===== src/inc/ppi_defines.svh =====
// Register offsets, field positions and reset values of the pin controller.
`ifndef PPI_DEFINES_SVH
`define PPI_DEFINES_SVH

`define PPI_ADDR_W 5
`define PPI_DATA_W 16
`define PPI_SRC_N 8

`define PPI_BASIC_CTRL_OFS 5'h00
`define PPI_IRQ_CTRL_OFS 5'h11
`define PPI_IRQ_STAT_OFS 5'h12

`define PPI_PD_BIT 11
`define PPI_OE_BIT 0
`define PPI_EN_BIT 1
`define PPI_MASK_LSB 0
`define PPI_FLAG_LSB 8

`define PPI_BASIC_CTRL_RST 16'h0000
`define PPI_IRQ_CTRL_RST 2'h0
`define PPI_MASK_RST 8'h00
`define PPI_FLAG_RST 8'h00
`define PPI_PIN_IDLE 1'h1

`endif


===== src/inc/ppi_pkg.sv =====
// Types shared by the pin controller files.
`include "ppi_defines.svh"

package ppi_pkg;
    typedef logic [`PPI_ADDR_W-1:0] ppi_addr_t;
    typedef logic [`PPI_DATA_W-1:0] ppi_word_t;
    typedef logic [`PPI_SRC_N-1:0] ppi_src_t;
    typedef enum logic {PPI_PIN_SLEEP_IN, PPI_PIN_IRQ_OUT} ppi_pin_mode_t;
endpackage


===== src/hw/ppi_sync.sv =====
// Two-stage synchroniser for the shared pin input.
`timescale 1ns/1ps
`include "ppi_defines.svh"
module ppi_sync (
    input wire logic mclk,
    input wire logic arst_n,
    input wire logic async_in,
    output logic sync_out
);
    logic stage1_r;

    always_ff @(posedge mclk or negedge arst_n) begin
        if (!arst_n) begin
            stage1_r <= `PPI_PIN_IDLE;
            sync_out <= `PPI_PIN_IDLE;
        end else begin
            stage1_r <= async_in;
            sync_out <= stage1_r;
        end
    end
endmodule


===== src/hw/ppi_top.sv =====
// Shared power-down input and interrupt output pin with its registers.
`timescale 1ns/1ps
`include "ppi_defines.svh"

// Operation
// After reset the pin is a power-down input; interrupt output inactive.
// Interrupt control bit 0 turns the pin into an active-low interrupt.
// Pin held low as input powers down, like basic control bit 11.
// Weak pull-up; external pull-down starts the device powered down.
// Registers stay reachable; output enable ends pin-forced sleep.
// Sources off at reset; need enable bit 1 and their mask bit.
// An enabled interrupt drives the pin low without waiting for a clock.
// High byte of status shows one flag for each pending source.
// Reading the status register clears all flags, releasing the pin.
// Software writes 0003h to control, 0060h to status, then watches pin.
// Pin low exactly while enables set and a masked pending flag exists.
module ppi_top #(
    parameter int SRC_N = `PPI_SRC_N
) (
    input wire logic mclk,
    input wire logic arst_n,
    input wire ppi_pkg::ppi_addr_t reg_addr,
    input wire logic reg_wr,
    input wire logic reg_rd,
    input wire ppi_pkg::ppi_word_t reg_wdata,
    output ppi_pkg::ppi_word_t reg_rdata,
    output logic reg_rvalid,
    input wire ppi_pkg::ppi_src_t irq_event,
    input wire logic sleep_irq_pin_i,
    output logic sleep_irq_pin_o,
    output logic sleep_irq_pin_oe,
    output logic power_down,
    output ppi_pkg::ppi_pin_mode_t pin_mode
);
    import ppi_pkg::*;

    generate
        if (SRC_N != `PPI_SRC_N) begin : g_bad_src_n
            $error("SRC_N must equal the width of the flag byte.");
        end
    endgenerate

    ppi_word_t basic_ctrl_r;
    logic [1:0] irq_ctrl_r;
    ppi_src_t irq_mask_r;
    ppi_src_t irq_flag_r;
    ppi_word_t rdata_r;
    logic rvalid_r;
    logic pin_sync;

    ppi_sync u_pin_sync (
        .mclk(mclk),
        .arst_n(arst_n),
        .async_in(sleep_irq_pin_i),
        .sync_out(pin_sync)
    );

    wire sel_basic = reg_addr == `PPI_BASIC_CTRL_OFS;
    wire sel_ctrl = reg_addr == `PPI_IRQ_CTRL_OFS;
    wire sel_stat = reg_addr == `PPI_IRQ_STAT_OFS;
    wire wr_basic = reg_wr && sel_basic;
    wire wr_ctrl = reg_wr && sel_ctrl;
    wire wr_stat = reg_wr && sel_stat;
    wire rd_stat = reg_rd && sel_stat;

    wire pin_oe_bit = irq_ctrl_r[`PPI_OE_BIT];
    wire irq_en_bit = irq_ctrl_r[`PPI_EN_BIT];

    // The pin is an input until the output enable bit is set.
    assign pin_mode = pin_oe_bit ? PPI_PIN_IRQ_OUT : PPI_PIN_SLEEP_IN;

    // A low pin forces sleep only while it is an input.
    wire pin_sleep = (pin_mode == PPI_PIN_SLEEP_IN) && !pin_sync;
    assign power_down = basic_ctrl_r[`PPI_PD_BIT] || pin_sleep;

    // New events join the flags combinationally so the pin falls at once.
    wire [SRC_N-1:0] pending = irq_flag_r | irq_event;
    wire irq_hit = |(pending & irq_mask_r);
    assign sleep_irq_pin_oe = pin_oe_bit && irq_en_bit
        && irq_hit;
    assign sleep_irq_pin_o = 1'b0;

    wire [SRC_N-1:0] flag_nxt;
    genvar gi;
    generate
        for (gi = 0; gi < SRC_N; gi++) begin : g_flag
            // A set in the clearing cycle wins over the clear.
            assign flag_nxt[gi] = irq_event[gi] || (irq_flag_r[gi] && !rd_stat);
        end
    endgenerate

    ppi_word_t basic_rd;
    assign basic_rd = {basic_ctrl_r[15:12], power_down, basic_ctrl_r[10:0]};

    ppi_word_t rdata_nxt;
    assign rdata_nxt = sel_basic ? basic_rd :
                       sel_ctrl ? {14'h0000, irq_ctrl_r} :
                       sel_stat ? {irq_flag_r, irq_mask_r} : 16'h0000;

    always_ff @(posedge mclk or negedge arst_n) begin
        if (!arst_n) begin
            basic_ctrl_r <= `PPI_BASIC_CTRL_RST;
            irq_ctrl_r <= `PPI_IRQ_CTRL_RST;
            irq_mask_r <= `PPI_MASK_RST;
        end else begin
            if (wr_basic) begin
                basic_ctrl_r <= reg_wdata;
            end
            if (wr_ctrl) begin
                irq_ctrl_r <= reg_wdata[1:0];
            end
            if (wr_stat) begin
                irq_mask_r <= reg_wdata[`PPI_MASK_LSB +: `PPI_SRC_N];
            end
        end
    end

    always_ff @(posedge mclk or negedge arst_n) begin
        if (!arst_n) begin
            irq_flag_r <= `PPI_FLAG_RST;
            rdata_r <= 16'h0000;
            rvalid_r <= 1'b0;
        end else begin
            irq_flag_r <= flag_nxt;
            rvalid_r <= reg_rd;
            if (reg_rd) begin
                rdata_r <= rdata_nxt;
            end
        end
    end

    assign reg_rdata = rdata_r;
    assign reg_rvalid = rvalid_r;
endmodule


===== config.mk =====
export PLATFORM = sky130hd
export DESIGN_NAME = ppi_top
export DESIGN_NICKNAME = d
export VERILOG_FILES = /design/src/inc/ppi_pkg.sv /design/src/hw/ppi_sync.sv /design/src/hw/ppi_top.sv
export VERILOG_INCLUDE_DIRS = /design/src /design/src/inc
export SDC_FILE = /design/constraint.sdc
export NUM_CORES = 1
export LEC_CHECK = 0
export BUFFER_PORTS_ARGS = -buffer_cell sky130_fd_sc_hd__buf_2
export CAP_MARGIN = 15
export CORE_ASPECT_RATIO = 0.75
export CORE_MARGIN = 3
export CORE_UTILIZATION = 25
export DETAILED_ROUTE_END_ITERATION = 10
export GPL_TIMING_DRIVEN = 0
export HOLD_SLACK_MARGIN = 0.03
export PLACE_DENSITY = 0.39
export SLEW_MARGIN = 20
export SYNTH_ARGS = -nofsm -noshare
export SYNTH_HDL_FRONTEND = slang
export SYNTH_SLANG_ARGS = --single-unit
export TNS_END_PERCENT = 100

===== constraint.sdc =====
create_clock -name mclk -period 1.45 [get_ports mclk]
set_input_delay 0 -clock mclk [delete_from_list [all_inputs] [get_ports mclk]]
set_output_delay 0 -clock mclk [all_outputs]
set_load 0.05 [all_outputs]

# Yosys cells after proc, flatten, opt, wreduce, memory -nomap -nowiden

Index checks and enable logic that the tools add are counted.
W data, S select, Z words.

Reduce and logical (&&, ||, !) cells: 28
Equal/unequal tests: 2
Multiplexer cells: 4
Bitwise logic cells: 3

Operators by type and width:

| kind                 | number |
|---|---|
| $mux W16             | 3 |
| $logic_and A1 B1 Y1  | 15 |
| $eq A5 B5 Y1 const B | 2 |
| $logic_or A1 B1 Y1   | 9 |
| $and A8 B8 Y8        | 1 |
| $or A8 B8 Y8         | 1 |
| $reduce_or A8 Y1     | 1 |
| $logic_not A5 Y1     | 1 |
| $logic_not A1 Y1     | 2 |
| $mux W1              | 1 |
| $not A1 Y1           | 1 |

Logic and storage cells: 45
Register bits after elaboration: 53

# Depth between registers and ports, before layout

Gate-level depths: netlist (run 1).

Depth after elaboration: 5
Gate-level depth with buffers: 6

# By module

A second synthesis (run 1) with hierarchy kept.

Cells, all modules: 162
Area, all modules: 2277.2 µm²

By module, submodules not included:

| module   | area an instance (µm²) | instances | cells each | seq. area each (µm²) |
|---|---|---|---|---|
| ppi_top  | 2224.6                 | 1         | 160        | 1276.2 |
| ppi_sync | 52.6                   | 1         | 2          | 52.6 |

# Worst setup path before layout (run 1)

No wires, ideal clock.

Kind: register to register
Start point: register irq_ctrl_r[0]
End point: register rdata_r[11] (netlist: reg_rdata[11])
Data arrival time: 1.850 ns
Period minus slack after synthesis: 1.917 ns
Cell stages (with the launch flop): 4
Path slack: -0.467 ns
Library setup time: 0.067 ns
Path through: dfrtp_1 -> o21bai_1 -> nor4b_1 -> a221o_1

Cells in the longest elaborated chain, start to end: 5

Ends and longest elaborated chain:

| item                     | RTL line       | RTL |
|---|---|---|
| start: declaration       | ppi_top.sv:44  | `logic [1:0] irq_ctrl_r;` |
| start signal: assignment | ppi_top.sv:103 | `` irq_ctrl_r <= `PPI_IRQ_CTRL_RST; `` |
| start signal: assignment | ppi_top.sv:110 | `irq_ctrl_r <= reg_wdata[1:0];` |
| $mux W1                  | ppi_top.sv:70  | `assign pin_mode = pin_oe_bit ? PPI_PIN_IRQ_OUT : PPI_PIN_SLEEP_IN;` |
| $not A1 Y1               | ppi_top.sv:73  | `wire pin_sleep = (pin_mode == PPI_PIN_SLEEP_IN) && !pin_sync;` |
| $logic_and A1 B1 Y1      | ppi_top.sv:73  |  |
| $logic_or A1 B1 Y1       | ppi_top.sv:74  | `` assign power_down = basic_ctrl_r[`PPI_PD_BIT] \|\| pin_sleep; `` |
| net power_down           | ppi_top.sv:32  | `output logic power_down,` |
| $mux W16                 | ppi_top.sv:96  | `assign rdata_nxt = sel_basic ? basic_rd :` |
| end signal: assignment   | ppi_top.sv:127 | `rdata_r <= rdata_nxt;` |
| end: declaration         | ppi_top.sv:47  | `ppi_word_t rdata_r;` |

The timed path passes the listed nets, and every way through them passes these cells.
A chain may end at the register's enable or synchronous reset.

# Worst setup path after layout (run 1)

Start point: input port reg_addr[1]
End point: register basic_ctrl_r[12]

Cells in the longest elaborated chain, start to end: 2

Ends and longest elaborated chain:

| item                       | RTL line       | RTL |
|---|---|---|
| start: declaration         | ppi_top.sv:22  | `input wire ppi_pkg::ppi_addr_t reg_addr,` |
| $logic_not A5 Y1 (no line) | --             |  |
| $logic_and A1 B1 Y1        | ppi_top.sv:61  | `wire wr_basic = reg_wr && sel_basic;` |
| end signal: assignment     | ppi_top.sv:102 | `` basic_ctrl_r <= `PPI_BASIC_CTRL_RST; `` |
| end signal: assignment     | ppi_top.sv:107 | `basic_ctrl_r <= reg_wdata;` |
| end: declaration           | ppi_top.sv:43  | `ppi_word_t basic_ctrl_r;` |

Every way passes these cells.

==> results of run 1 <==
critical path, cell delays in order:
cell and delay [ns]:
buf_8 0.09, or4_4 0.53, or3b_1 0.40, buf_6 0.15
clkbuf_16 0.16, mux2_4 0.29
layout by cell type (no fill, tap or decap), types with 2 or more instances in the layout:
cell type       n
dfstp_2         2
o21ai_1         3
dfrtp_1        51
a221o_1        15
and3_1          2
clkbuf_1        7
buf_4           6
nand4_1         2
nor3_1         14
clkbuf_2        2
buf_2          49
buf_6           3
mux2_2         16
clkbuf_16       6
mux2_4         10
dlygate4sd3_1  27
nand2_1        13
o21ai_2         3
o21ai_0         3
a21o_1          8
nor2b_1         2
worst paths after layout:
| kind | endpoint | cells after the start |
|---|---|---|
| max in group asynchronous | reg_rdata[7] | 2 |
| max reg2reg | reg_rdata[1] | 3 |
| min reg2reg | u_pin_sync.sync_out | 0 |
| min | irq_ctrl_r[1] | 3 |
| min in group asynchronous | reg_rdata[2] | 2 |
| max | basic_ctrl_r[12] | 6 |
repair_timing:
item / 4_1_cts / 5_1_grt
endpoints found under the hold margin: 87 / 0
resized for setup: 13 / 10
hold buffers: 27 / 0
pin swaps: 4 / 2
gates cloned: 0 / 1
endpoints found under the setup margin: 21 / 30
setup buffers: 2 / 2
layer usage:
metal,track usage,up-vias,share of wire
met3,0.0271,4,0.043
met1,0.201,873,0.52
met5,0,-,0
met2,0.193,36,0.43
met4,0.0375,0,0.0059
li1,-,840,-
cell usage after synthesis (2+ instances only):
cell type  instances
buf_6              2
nor3_1            14
dfstp_2            2
nand2_1           14
a21o_1             8
clkbuf_1           7
nor2b_1            2
mux2_4            10
dfrtp_1           51
and3_1             2
mux2_2            16
nand4_1            2
a221o_1           15
o21ai_0            9
area by class of cell:
cell class	instances	area, µm²
Fill cell	863	5470
Multi-Input combinational cell	110	911
Inverter	1	5.00
Clock inverter	1	7.51
Buffer	11	71.3
Sequential cell	53	1330
Tap cell	108	135
Clock buffer	7	133
Timing Repair Buffer	85	616
state kept, by name, indices dropped and copies added (netlist names):
register / flops
u_pin_sync.stage1_r: 1
u_pin_sync.sync_out: 1
irq_mask_r: 8
reg_rdata: 16
irq_ctrl_r: 2
basic_ctrl_r: 16
irq_flag_r: 8
reg_rvalid: 1
report_power, final:
part           internal, mW  leakage, nW  total, mW  switching [mW]
Combinational         0.315        0.787      0.638           0.322
Clock                 0.643       0.0641       1.18           0.536
Sequential             1.64        0.656       1.75           0.111
Total                  2.60         1.51       3.57           0.970
metrics by stage:
stage	setup slack, ns	setup TNS (ns)	util	std cells
2_1_floorplan	-0.247	-3.08	-	176
3_3_place_gp	-0.473	-12.86	0.311	337
3_5_place_dp	-0.463	-12.57	0.311	337
4_1_cts	0.00599	0	0.361	373
5_1_grt	-0.0354	-0.0436	0.370	376
6_report	0.0172	0	0.370	376
logic make-up after synthesis:
logic type | Yosys count
AO/OA/AOI/OAI | 38
flip-flops | 53
AND/OR/NAND/NOR | 45
buffers and inverters | 13
other | 1
multiplexers | 26
==> summary.txt, run 1 <==
Yosys
  – Synth top area cells: dfrtp_1, mux2_2, a221o_1
  – FF+latch count, synth: 53
  – Cell count after synthesis: 176
  – Post-synthesis sequential area ratio: 0.579
  – Synth Warn #: 0
  – Largest family of logic cells by synthesized area: multiplexers
  – Area share of fa/ha/maj cells after synthesis: 0
  – Post-Syn Area: 0.00229 mm²
  – Async SR Flop Fraction: 1.00
  – Area share of xor/xnor cells in the synthesized design: 0
  – Syn Area/Cell: 13.0 µm²
  – Main synth FF type: dfrtp_1
  – EDFF count, synth: 0
  – Post-Synth Simple-Gate Area: 0.106
  – Synth area leader: dfrtp_1
  – Compound-gate portion of the synthesized area: 0.132
  – Mux share of post-synthesis cell area: 0.144
  – Yosys cell types: 36
  – Top cell type's share of synthesized area: 0.556
  – Net Count, Synth: 210

Placed design
  – Placed Area: 0.00270 mm²
  – Input/output buffers: 53
  – RD Place Congestion: 0.738
  – Detailed placer's ending HPWL: 4450 µm

Timing
  – Tightest Pin Transition: 0.717 ns
  – Final setup violation count: 0
  – Setup Skew: 0.0104 ns
  – Max Clock Freq: 698 MHz
  – RSZ-0062 raised after global routing: true
  – Slew Viols, Final: 0
  – Hold Slack: 0.109 ns
  – Tcrit/Tclk final: 0.988
  – Rel. slew slack: 0.522
  – Final hold vios: 0
  – Final worst path period need: 1.43 ns

Critical path
  – WP data required: 1.63 ns
  – Worst Path Max Fanout: 5
  – Setup crit end kind: flip-flop
  – Worst Setup Start Kind: input port
  – CP Class: in2reg
  – Critical path startpoint: reg_addr[1]
  – CP arrival: 1.62 ns
  – Reg2reg start: irq_ctrl_r[1]
  – Reg2reg setup slack: 0.19 ns

Final layout
  – Share of cells above drive strength 1: 0.399
  – Synth-to-layout area growth: 39.8%
  – Design area: 0.00321 mm²
  – # nets final: 301
  – Ant diodes: 0

Clock tree
  – CTS Buffer Depth: 2
  – CTS root buf: clkbuf_16
  – TritonCTS buffer count: 5
  – CTS tree: done
  – Worst skew pair latency: 0.29 ns
  – H-tree depth: 2
  – CTS clock-pin slew for the worst setup and hold paths: 0.07 ns
  – Clock Sinks: 53

Floorplan
  – Initial Util: 0.264
  – Die ar.: 0.0104 mm²
  – IO Count: 55
  – Die X: 117 µm
  – FP Rows: 29
  – Core ar.: 0.00867 mm²
  – Height of the die: 89.0 µm

Hold path
  – Hold Crit Start: reg_addr[0]
  – Worst hold path type: in2reg

Route
  – DRC marker count from the first detailed-route iteration: 60
  – TritonRoute pass-1 iters: 4
  – Via count: 1753
  – DRT antenna net count: 0
  – WL/cell: 17.1 µm
  – DR DRC count: 0
  – Final WL: 6440 µm
  – Vias/cell: 4.66

Power and ir drop
  – Max VDD drop: 0.448 mV
  – Total power: 3.57 mW
  – Pwr dens: 1110 mW/mm²
  – Leakage: 1.51 nW

Run status
  – Outcome: finished clean

GRT
  – Antenna violations before repair: 0
  – Largest net degree at the start of global routing: 54
  – First-pass GRT wire length: 10200 µm
  – Total gr overflow: 0
  – Vias in the first global route: 1836
  – Overall routing resource usage: 0.133

Run
  – Max Cap Viol: 0
No activity file was read; power rests on OpenSTA's default activity.
==> run 2: changes to the inputs <==
--- a/config.mk
+++ b/config.mk
@@ -15,6 +15,7 @@
 export GPL_TIMING_DRIVEN = 0
 export HOLD_SLACK_MARGIN = 0.03
 export PLACE_DENSITY = 0.39
+export SETUP_SLACK_MARGIN = 0.4
 export SLEW_MARGIN = 20
 export SYNTH_ARGS = -nofsm -noshare
 export SYNTH_HDL_FRONTEND = slang
==> constraint.sdc (replaced) <==
create_clock -name mclk -period 1.8 [get_ports mclk]
set_input_delay 0 -clock mclk [delete_from_list [all_inputs] [get_ports mclk]]
set_output_delay 0 -clock mclk [all_outputs]
set_load 0.05 [all_outputs]
==> summary.txt, run 2 (synthesized netlist as in run 1, its figures left out) <==
Run status
  – Outcome: finished clean

GRT
  – Largest net degree at the start of global routing: 54 (unchanged)
  – Antenna violations before repair: 0 (unchanged)
  – Overall routing resource usage: 0.134 (+0.00144)
  – Vias in the first global route: 1878 (+2.3%)
  – Total gr overflow: 0 (unchanged)
  – First-pass GRT wire length: 10400 µm (+1.3%)

Final layout
  – Final Instance Count excl. Fillers: 378 (+0.53%)
  – Share of cells above drive strength 1: 0.404 (+0.00445)
  – Synth-to-layout area growth: 40.9%
  – Layout fillers: 863 (unchanged)
  – Design area: 0.00323 mm² (+0.78%)
  – Ant diodes: 0 (unchanged)
  – # nets final: 303 (+0.66%)
  – Most common cell after layout, fill and taps aside: dfrtp_1
  – Commonest cells after routing, fill and taps aside: dfrtp_1, buf_2, dlygate4sd3_1

Critical path
  – WP data required: 1.97 ns (+0.34 ns)
  – Setup crit end kind: flip-flop
  – Max stage delay on crit path: 0.52 ns (about the same)
  – Worst Path Max Fanout: 5 (unchanged)
  – Critical-path top delay cell: or4_4
  – Worst Setup Start Kind: input port
  – CP arrival: 1.68 ns (+0.06 ns)
  – Critical-path cell list: buf_8 -> or4_4 -> buf_6 -> or3b_1 -> buf_6 -> buf_12 -> mux2_4
  – Crit-path most repeated cell: buf_6
  – CP Class: in2reg

Route
  – WL/cell: 17.1 µm (-0.24%)
  – TritonRoute pass-1 iters: 4 (unchanged)
  – DR DRC count: 0 (unchanged)
  – WL met3: 212 µm (-23%)
  – Uppermost routed layer: met4
  – DRT antenna net count: 0 (unchanged)
  – M1 WL: 3360 µm (+0.60%)
  – Vias/cell: 4.66 (about the same)
  – DRC marker count from the first detailed-route iteration: 58 (-3.3%)
  – WL met2: 2830 µm (+1.5%)
  – Final WL: 6460 µm (+0.29%)
  – Via count: 1762 (+0.51%)

Timing
  – RSZ-0062 raised after global routing: true
  – Hold Slack: 0.112 ns (+0.00351 ns)
  – Final hold vios: 0 (unchanged)
  – Tightest Pin Transition: 0.709 ns (-0.00787 ns)
  – Fin Setup TNS: 0 ns (unchanged)
  – Setup WS post-layout: 0.287 ns (+0.270 ns)
  – Final setup violation count: 0 (unchanged)
  – Setup Skew: 0.00862 ns (-0.00178 ns)
  – Rel. slew slack: 0.528 (+0.00524)
  – Slew Viols, Final: 0 (unchanged)
  – Final worst path period need: 1.51 ns
  – Max Clock Freq: 661 MHz
  – Tcrit/Tclk final: 0.840

Floorplan
  – Initial Util: 0.264 (unchanged)
  – IO Count: 55 (unchanged)
  – Die ar.: 0.0104 mm² (unchanged)
  – Die X: 117 µm (unchanged)
  – FP Rows: 29 (unchanged)
  – Height of the die: 89.0 µm (unchanged)
  – Core ar.: 0.00867 mm² (unchanged)

Clock tree
  – CTS clock-pin slew for the worst setup and hold paths: 0.07 ns (about the same)
  – TritonCTS buffer count: 5 (unchanged)
  – CTS tree: done
  – CTS Buffer Depth: 2 (unchanged)
  – Clock Sinks: 53 (unchanged)
  – Worst skew pair latency: 0.29 ns (about the same)
  – H-tree depth: 2 (unchanged)
  – CTS root buf: clkbuf_16

Hold path
  – Worst hold path type: in2reg

Placed design
  – Cell Count Post-Placement: 337 (unchanged)
  – RD Place Congestion: 0.738 (unchanged)
  – Placed Area: 0.00270 mm² (unchanged)
  – Pre-CTS setup slack: -0.113 ns (+0.350 ns)
  – Detailed placer's ending HPWL: 4450 µm (unchanged)
  – Input/output buffers: 53 (unchanged)

Run
  – Max Cap Viol: 0 (unchanged)

Power and ir drop
  – Leakage: 1.52 nW (+0.98%)
  – Max VDD drop: 0.392 mV (-12%)
  – Pwr dens: 888 mW/mm² (-20%)
-- run 2: worst max-delay path: cells and delay by family --
family	cells	cell delay, ns
buffers and inverters	4	0.51
multiplexers	1	0.29
AND/OR/NAND/NOR	2	0.87
-- run 2: power by group --
group / internal (mW) / leakage, nW / switching [mW]
clock: 0.518 / 0.0641 / 0.427
sequential: 1.32 / 0.656 / 0.0870
combinational: 0.256 / 0.802 / 0.260
-- run 2: worst paths after layout --
check,start,endpoint,slack (ns),depth (start not counted)
worst max register to register,irq_ctrl_r[1],reg_rdata[1],0.54,3
worst min-delay path,reg_addr[1],reg_rdata[0],0.11,4
worst min register to register,u_pin_sync.stage1_r,u_pin_sync.sync_out,0.36,0
worst max-delay path,reg_addr[0],basic_ctrl_r[9],0.29,7
max in group asynchronous,arst_n,reg_rdata[0],1.02,2
min in group asynchronous,arst_n,basic_ctrl_r[2],0.30,2
-- run 2: layer usage --
metal,global-route usage,vias to the layer above
met5,0,-
met4,0.0375,0
met3,0.0271,5
met2,0.197,30
met1,0.202,884
li1,-,843
-- run 2: cell type report --
cell class | count | area [µm²] | area share
plain buffers | 12 | 86.3 | 0.0267
clock buffers | 7 | 133 | 0.0410
well taps | 108 | 135 | 0.0418
multi-input cells | 110 | 907 | 0.281
inverters | 1 | 5.00 | 0.00155
flip-flops and latches | 53 | 1330 | 0.411
clock inverters | 1 | 7.51 | 0.00232
repair buffers | 86 | 629 | 0.195
-- run 2: repair_timing --
action	4_1_cts	5_1_grt
pin swaps	2	4
cloned	1	0
endpoints found under the setup margin	36	28
buffers inserted	3	2
hold buffers	27	0
gates resized for setup	16	11
hold endpoints to repair	87	0
-- run 2: metrics by stage --
stage                      util  total power, mW
after floorplan               -             1.71
after global placement    0.311             1.89
after detailed placement  0.311             1.89
after CTS                 0.368             2.90
after global routing      0.373             3.02
final                     0.373             2.87
